File: config.mk
export PLATFORM = sky130hd
export DESIGN_NAME = tcs_cmd
export DESIGN_NICKNAME = d
export VERILOG_FILES = /design/src/inc/tcs_pkg.sv /design/src/verilog/tcs_cmd.sv /design/src/verilog/tcs_lamp.sv
export VERILOG_INCLUDE_DIRS = /design/src /design/src/inc
export SDC_FILE = /design/constraint.sdc
export NUM_CORES = 1
export LEC_CHECK = 0
export BUFFER_PORTS_ARGS = -buffer_cell sky130_fd_sc_hd__buf_2
export CORE_AREA = 3 3 241 243
export DETAILED_ROUTE_END_ITERATION = 8
export DIE_AREA = 0 0 244 246
export SETUP_SLACK_MARGIN = 0.02
export SLEW_MARGIN = 5
export SYNTH_ARGS = -nofsm -noshare
export SYNTH_HDL_FRONTEND = slang
export SYNTH_SLANG_ARGS = --single-unit
File: constraint.sdc
create_clock -name i_sys_clk -period 2.09 [get_ports i_sys_clk]
set_input_delay 0.209 -clock i_sys_clk [delete_from_list [all_inputs] [get_ports i_sys_clk]]
set_output_delay 0.209 -clock i_sys_clk [all_outputs]
set_load 0.02 [all_outputs]
File: src/inc/tcs_map.svh
`ifndef TCS_MAP_SVH
`define TCS_MAP_SVH
`define TCS_CODE_TEMP 8'h70
`define TCS_CODE_SETLD 8'h45
`define TCS_LEN_ONE 8'h01
`define TCS_SET_FACTORY 8'h00
`define TCS_SET_USER_LAST 8'h0f
`define TCS_SET_NONE 8'hff
`define TCS_NUM_SETS 16
`define TCS_CFG_W 32
`define TCS_PULSE_COUNT 3'h6
`define TCS_LAMP_TICK_MS 100
`define TCS_CLK_KHZ 40000
`define TCS_LAMP_TICK_CYC (`TCS_LAMP_TICK_MS * `TCS_CLK_KHZ)
`define TCS_LAMP_SLOTS 5'h10
`endif

File: src/inc/tcs_pkg.sv
package tcs_pkg;
  typedef enum logic [2:0] {
    TCS_IDLE = 3'b001,
    TCS_COPY = 3'b010,
    TCS_RESP = 3'b100
  } tcs_state_t;
endpackage

File: src/verilog/tcs_cmd.sv
`timescale 1ns/10ps
`include "tcs_map.svh"
module tcs_cmd
  import tcs_pkg::*;
#(
  parameter int unsigned LAMP_TICK_CYC = `TCS_LAMP_TICK_CYC
) (
  // Clock and reset
  input wire logic i_sys_clk,
  input wire logic i_rst_n,
  // Command in
  input wire logic i_cmd_valid,
  input wire logic [7:0] i_command_code,
  input wire logic i_cmd_read,
  input wire logic [7:0] i_cmd_len,
  input wire logic [7:0] i_cmd_data,
  output logic o_cmd_ready,
  // Response out
  output logic o_rsp_valid,
  output logic [7:0] o_rsp_code,
  output logic o_rsp_read,
  output logic [7:0] o_rsp_len,
  output logic [7:0] o_rsp_data,
  // Temperature sensor, signed degrees C
  input wire logic signed [7:0] i_temp_c,
  // Stored set contents and validity
  input wire logic [`TCS_NUM_SETS*`TCS_CFG_W-1:0] i_set_data,
  input wire logic [`TCS_NUM_SETS-1:0] i_set_valid,
  // Working set
  output logic [`TCS_CFG_W-1:0] o_work_set,
  output logic o_work_load,
  // Indicator
  output logic o_lamp_yellow
);
  tcs_state_t state_q;
  logic [7:0] active_id_q;
  logic [3:0] sel_q;
  logic [7:0] temp_s1_q;
  logic [7:0] temp_s2_q;
  logic [7:0] temp_s3_q;
  logic [7:0] temp_val_q;
  logic [7:0] rsp_data_d;
  logic [7:0] rsp_code_d;
  logic do_rsp;
  logic do_load;
  logic [`TCS_CFG_W-1:0] sets [`TCS_NUM_SETS];

  function automatic logic id_ok(input logic [7:0] id);
    id_ok = (id <= `TCS_SET_USER_LAST);
  endfunction

  genvar g;
  generate
    for (g = 0; g < `TCS_NUM_SETS; g++) begin : g_sets
      assign sets[g] = i_set_data[g*`TCS_CFG_W +: `TCS_CFG_W];
    end
  endgenerate

  // Temperature input crosses from the sensor, two flops
  always_ff @(posedge i_sys_clk or negedge i_rst_n) begin
    if (!i_rst_n) begin
      temp_s1_q <= 8'h00;
      temp_s2_q <= 8'h00;
    end else begin
      temp_s1_q <= i_temp_c;
      temp_s2_q <= temp_s1_q;
    end
  end

  // Byte taken only once two samples agree, so a torn word is never answered
  always_ff @(posedge i_sys_clk or negedge i_rst_n) begin
    if (!i_rst_n) begin
      temp_s3_q <= 8'h00;
      temp_val_q <= 8'h00;
    end else begin
      temp_s3_q <= temp_s2_q;
      if (temp_s2_q == temp_s3_q) begin
        temp_val_q <= temp_s2_q;
      end
    end
  end

  // Command decode
  always_comb begin
    do_rsp = 1'b0;
    do_load = 1'b0;
    rsp_code_d = i_command_code;
    rsp_data_d = 8'h00;
    if (i_cmd_valid && o_cmd_ready && i_cmd_len == `TCS_LEN_ONE) begin
      if (i_command_code == `TCS_CODE_TEMP && i_cmd_read) begin
        do_rsp = 1'b1;
        rsp_data_d = temp_val_q;
      end else if (i_command_code == `TCS_CODE_SETLD && i_cmd_read) begin
        do_rsp = 1'b1;
        rsp_data_d = active_id_q;
      end else if (i_command_code == `TCS_CODE_SETLD && !i_cmd_read) begin
        do_load = id_ok(i_cmd_data) && i_set_valid[i_cmd_data[3:0]];
      end
    end
  end

  always_ff @(posedge i_sys_clk or negedge i_rst_n) begin
    if (!i_rst_n) begin
      state_q <= TCS_IDLE;
      sel_q <= 4'h0;
    end else begin
      case (state_q)
        TCS_IDLE: begin
          if (do_load) begin
            state_q <= TCS_COPY;
            sel_q <= i_cmd_data[3:0];
          end else if (do_rsp) begin
            state_q <= TCS_RESP;
          end
        end
        TCS_COPY: state_q <= TCS_IDLE;
        TCS_RESP: state_q <= TCS_IDLE;
        default: state_q <= TCS_IDLE;
      endcase
    end
  end

  always_ff @(posedge i_sys_clk or negedge i_rst_n) begin
    if (!i_rst_n) begin
      o_cmd_ready <= 1'b1;
    end else begin
      o_cmd_ready <= (state_q == TCS_IDLE) && !do_load && !do_rsp;
    end
  end

  always_ff @(posedge i_sys_clk or negedge i_rst_n) begin
    if (!i_rst_n) begin
      o_rsp_valid <= 1'b0;
      o_rsp_code <= 8'h00;
      o_rsp_read <= 1'b0;
      o_rsp_len <= 8'h00;
      o_rsp_data <= 8'h00;
    end else begin
      o_rsp_valid <= do_rsp;
      if (do_rsp) begin
        o_rsp_code <= rsp_code_d;
        o_rsp_read <= 1'b0;
        o_rsp_len <= `TCS_LEN_ONE;
        o_rsp_data <= rsp_data_d;
      end
    end
  end

  // Copy into working set, active two cycles after the load command is taken
  always_ff @(posedge i_sys_clk or negedge i_rst_n) begin
    if (!i_rst_n) begin
      o_work_set <= '0;
      o_work_load <= 1'b0;
      active_id_q <= `TCS_SET_NONE;
    end else begin
      o_work_load <= (state_q == TCS_COPY);
      if (state_q == TCS_COPY) begin
        o_work_set <= sets[sel_q];
        active_id_q <= {4'h0, sel_q};
      end
    end
  end

  tcs_lamp #(
    .TICK_CYC(LAMP_TICK_CYC)
  ) u_lamp (
    .i_sys_clk(i_sys_clk),
    .i_rst_n(i_rst_n),
    .i_enable(active_id_q == `TCS_SET_NONE),
    .o_lamp(o_lamp_yellow)
  );
endmodule

File: src/verilog/tcs_lamp.sv
`timescale 1ns/10ps
`include "tcs_map.svh"
module tcs_lamp #(
  parameter int unsigned TICK_CYC = `TCS_LAMP_TICK_CYC
) (
  // Clock and reset
  input wire logic i_sys_clk,
  input wire logic i_rst_n,
  // Control
  input wire logic i_enable,
  // Lamp
  output logic o_lamp
);
  logic [31:0] tick_cnt_q;
  logic tick_q;
  logic [4:0] slot_q;
  logic [3:0] slot_half;

  always_ff @(posedge i_sys_clk or negedge i_rst_n) begin
    if (!i_rst_n) begin
      tick_cnt_q <= 32'h0;
      tick_q <= 1'b0;
    end else if (tick_cnt_q == 32'(TICK_CYC - 1)) begin
      tick_cnt_q <= 32'h0;
      tick_q <= 1'b1;
    end else begin
      tick_cnt_q <= tick_cnt_q + 32'h1;
      tick_q <= 1'b0;
    end
  end

  always_ff @(posedge i_sys_clk or negedge i_rst_n) begin
    if (!i_rst_n) begin
      slot_q <= 5'h0;
    end else if (!i_enable) begin
      slot_q <= 5'h0;
    end else if (tick_q) begin
      slot_q <= (slot_q == `TCS_LAMP_SLOTS - 5'h1) ? 5'h0 : slot_q + 5'h1;
    end
  end

  assign slot_half = slot_q[4:1];

  // Six pulses, then a pause, repeating
  always_ff @(posedge i_sys_clk or negedge i_rst_n) begin
    if (!i_rst_n) begin
      o_lamp <= 1'b0;
    end else begin
      o_lamp <= i_enable && !slot_q[0] && (slot_half < {1'b0, `TCS_PULSE_COUNT});
    end
  end
endmodule
==> impl_metrics.yaml <==
status:
  outcome: "finished with violations"
  failed_checks: "setup timing"
clock_tree:
  clk_pin_slew_ns: 0.07
  h-tree-depth: 4
  cts.path.max_buffers: 2
  clkSinkCount: 135
  root_buffer: "clkbuf_16"
  cts_tree: "done"
  clk_latency_ns: 0.46
  cts_buffers: 17
global_routing:
  antenna_found_initial: 41
  grt.overflow.total: 0
  grt_pass1_vias: 10219
  track_usage_pct: 17.5
  grt_pass1_wl_um: 73800
  grt_max_degree: 48
logic_synthesis:
  post-synth-top-count-cell: "mux4_2"
  synth_common_cells: "mux4_2, dfrtp_1, nand2_1"
  synth-async-reset-ratio_pct: 100
  yosys_most_used_dff: "dfrtp_1"
  syn_inst: 699
  syn_area_sq_um: 9290
  ys_types: 44
  synth_top_area_share_pct: 36.8
  yosysTopAreaCell: "mux4_2"
  synth-edff-count: 0
  netlist_top_cells_area: "mux4_2, dfrtp_1, nand2_1"
  syn_avg_cell_area_sq_um: 13.3
  yosysSeqAreaShare_pct: 36.5
  ys_warn_count: 0
  synth_seq_cells: 135
critical_path:
  critPathMaxFanout: 6
  reg2regPathDepth: 7
  crit_path_end_kind: "flop"
  critPathLaunchType: "flop"
  critPathKind: "flop to flop"
  cp_data_arrival_time_ns: 2.50
  reg2reg_slack_ns: -0.07
  worstPathRequired_ns: 2.43
detailed_routing:
  drt-pass1-iter-count: 4
  initialDrtViolationCount: 468
  wl_um: 54200
  wl_per_cell_um: 25.0
  drcViolationCount: 0
  via_count: 9581
  vias_per_cell: 4.43
  drtAntennaViolNets: 0
hold_path:
  hp-class: "input port to flop"
  min_path_cells: 2
die:
  rows: 87
  start_util_pct: 16.5
  die-area_sq_um: 60000
  core_sq_um: 56200
  die_height_um: 246
  pin_count: 625
  die_w_um: 244
place:
  place_congestion: 0.930
  dp_hpwl_um: 45900
  io_buffers: 616
  place_area_sq_um: 13800
sta:
  skew_ns: 0.0145
  rsz0062_at_grt: "true"
  setup_viol: 21
  hold_viol: 0
  slew_viol_final: 0
  worst_slack_ns: -0.0677
  fin_crit_ns: 2.16
  slew_headroom_pct: 44.2
  fin_crit_sh_pct: 103
  max_freq_mhz: 463
  worstMarginPinSlew_ns: 0.836
finish:
  num-nets-final: 1947
  syn2layout_area_growth_pct: 60.2
  fin_util_pct: 26.5
  seq_area_sq_um: 3400
  multi_input_area_sq_um: 5690
  fillers: 6009
  fin_area_sq_um: 14900
  drive_above_1_share_pct: 67.6
power:
  p_int_mw: 5.34
  swShare_pct: 25.4
  power.switching_mw: 1.82
  power.total_mw: 7.16
  power_frac_seq_pct: 37.9
  p_clk_share_pct: 46.5
  leakage_nw: 6.61
  combPwrFrac_pct: 15.6
  powerDensity_nw_per_um2: 481
  vdd_drop_max_v: 0.000598
run:
  maxCapViolations: 0
## worst max-delay path, cell delays in order, from the launching register on
cell and delay, ns:
dfrtp_4 0.46, buf_12 0.15, buf_12 0.16, buf_6 0.12
mux4_2 0.51, mux4_2 0.49, nand2_1 0.08, nand2_1 0.05
## kinds of logic after synthesis
family | count (synthesis) | share of synthesized area (%)
AND/OR/NAND/NOR | 225 | 11.8
multiplexers | 196 | 41.9
flip-flops | 135 | 36.5
buffers and inverters | 68 | 3.30
XOR/XNOR | 37 | 3.49
AO/OA/AOI/OAI | 35 | 2.68
adder cells (fa/ha/maj) | 2 | 0.269
other | 1 | 0.0404
## cell type report
type	count	area share (%)
clock buffers	21	3.16
diodes	14	0.235
multi-input cells	503	38.2
clock inverters	11	1.09
inverters	5	0.126
repair buffers	719	28.0
flip-flops and latches	135	22.8
well taps	756	6.36
## power groups by stage
stage	registers (mW)	clock network (mW)	logic [mW]
detailed placement	2.76	0	1.09
global placement	2.76	0	1.07
global route	2.72	3.56	1.19
CTS	2.71	3.47	1.11
finish	2.71	3.33	1.11
floorplan	2.76	0	0.327
## metrics by stage
stage	setup slack, ns	std cells	TNS, ns	hold slack (ns)
floorplan	-0.0396	706	-0.143	-0.0866
global placement	-0.105	2097	-0.332	0.212
detailed placement	-0.117	2097	-0.911	0.214
CTS	-0.0831	2150	-1.42	0.0105
global route	-0.128	2162	-2.73	0.0254
finish	-0.0677	2164	-0.596	0.0434
## sequential cells by signal, summed over array words and instances, names as in the netlist
signal / count
temp_val_q: 8
o_rsp_data: 8
temp_s1_q: 8
o_work_set: 32
active_id_q: 5
o_rsp_len: 1
temp_s2_q: 8
u_lamp.slot_q: 5
state_q: 3
u_lamp.tick_cnt_q: 32
o_rsp_code: 8
o_work_load: 1
o_cmd_ready: 1
sel_q: 4
temp_s3_q: 8
u_lamp.o_lamp: 1
o_rsp_valid: 1
u_lamp.tick_q: 1
## repair_timing
action | CTS | global route
gates cloned | 3 | 0
resized for setup | 31 | 14
pin swaps | 9 | 12
hold buffers | 12 | 0
buffers inserted | 6 | 1
setup endpoints to repair | 34 | 59
hold endpoints to repair | 49 | 0
## routing by layer
layer | vias up | track usage [%] | wire length, um
met5 | - | 0 | 45
met4 | 6 | 7.27 | 1750
met3 | 84 | 4.79 | 3520
met2 | 502 | 28.7 | 26400
met1 | 4867 | 21.8 | 22500
li1 | 4122 | - | -
## layout by cell type (no fill, tap or decap), types with 18 or more instances in the layout
cell type	netlist	routed
buf_4	8	62
nand2_1	104	100
nor2_1	26	26
nor3_1	18	18
buf_2	11	615
dfrtp_1	128	124
xnor2_1	26	26
mux2_2	26	24
mux4_2	152	152
mux2i_1	18	18
## final timing paths
check,end,from
worst max-delay path,o_work_set[27]$_DFFE_PN0P_,sel_q[0]$_DFFE_PN0P_
worst min-delay path,sel_q[2]$_DFFE_PN0P_,i_cmd_data[2]
worst max register to register,o_work_set[27]$_DFFE_PN0P_,sel_q[0]$_DFFE_PN0P_
worst min register to register,temp_s2_q[2]$_DFF_PN0_,temp_s1_q[2]$_DFF_PN0_
max in group asynchronous,o_work_load$_DFF_PN0_,i_rst_n
min in group asynchronous,temp_s2_q[0]$_DFF_PN0_,i_rst_n
Note: power is estimated with default switching activity, not from simulation.
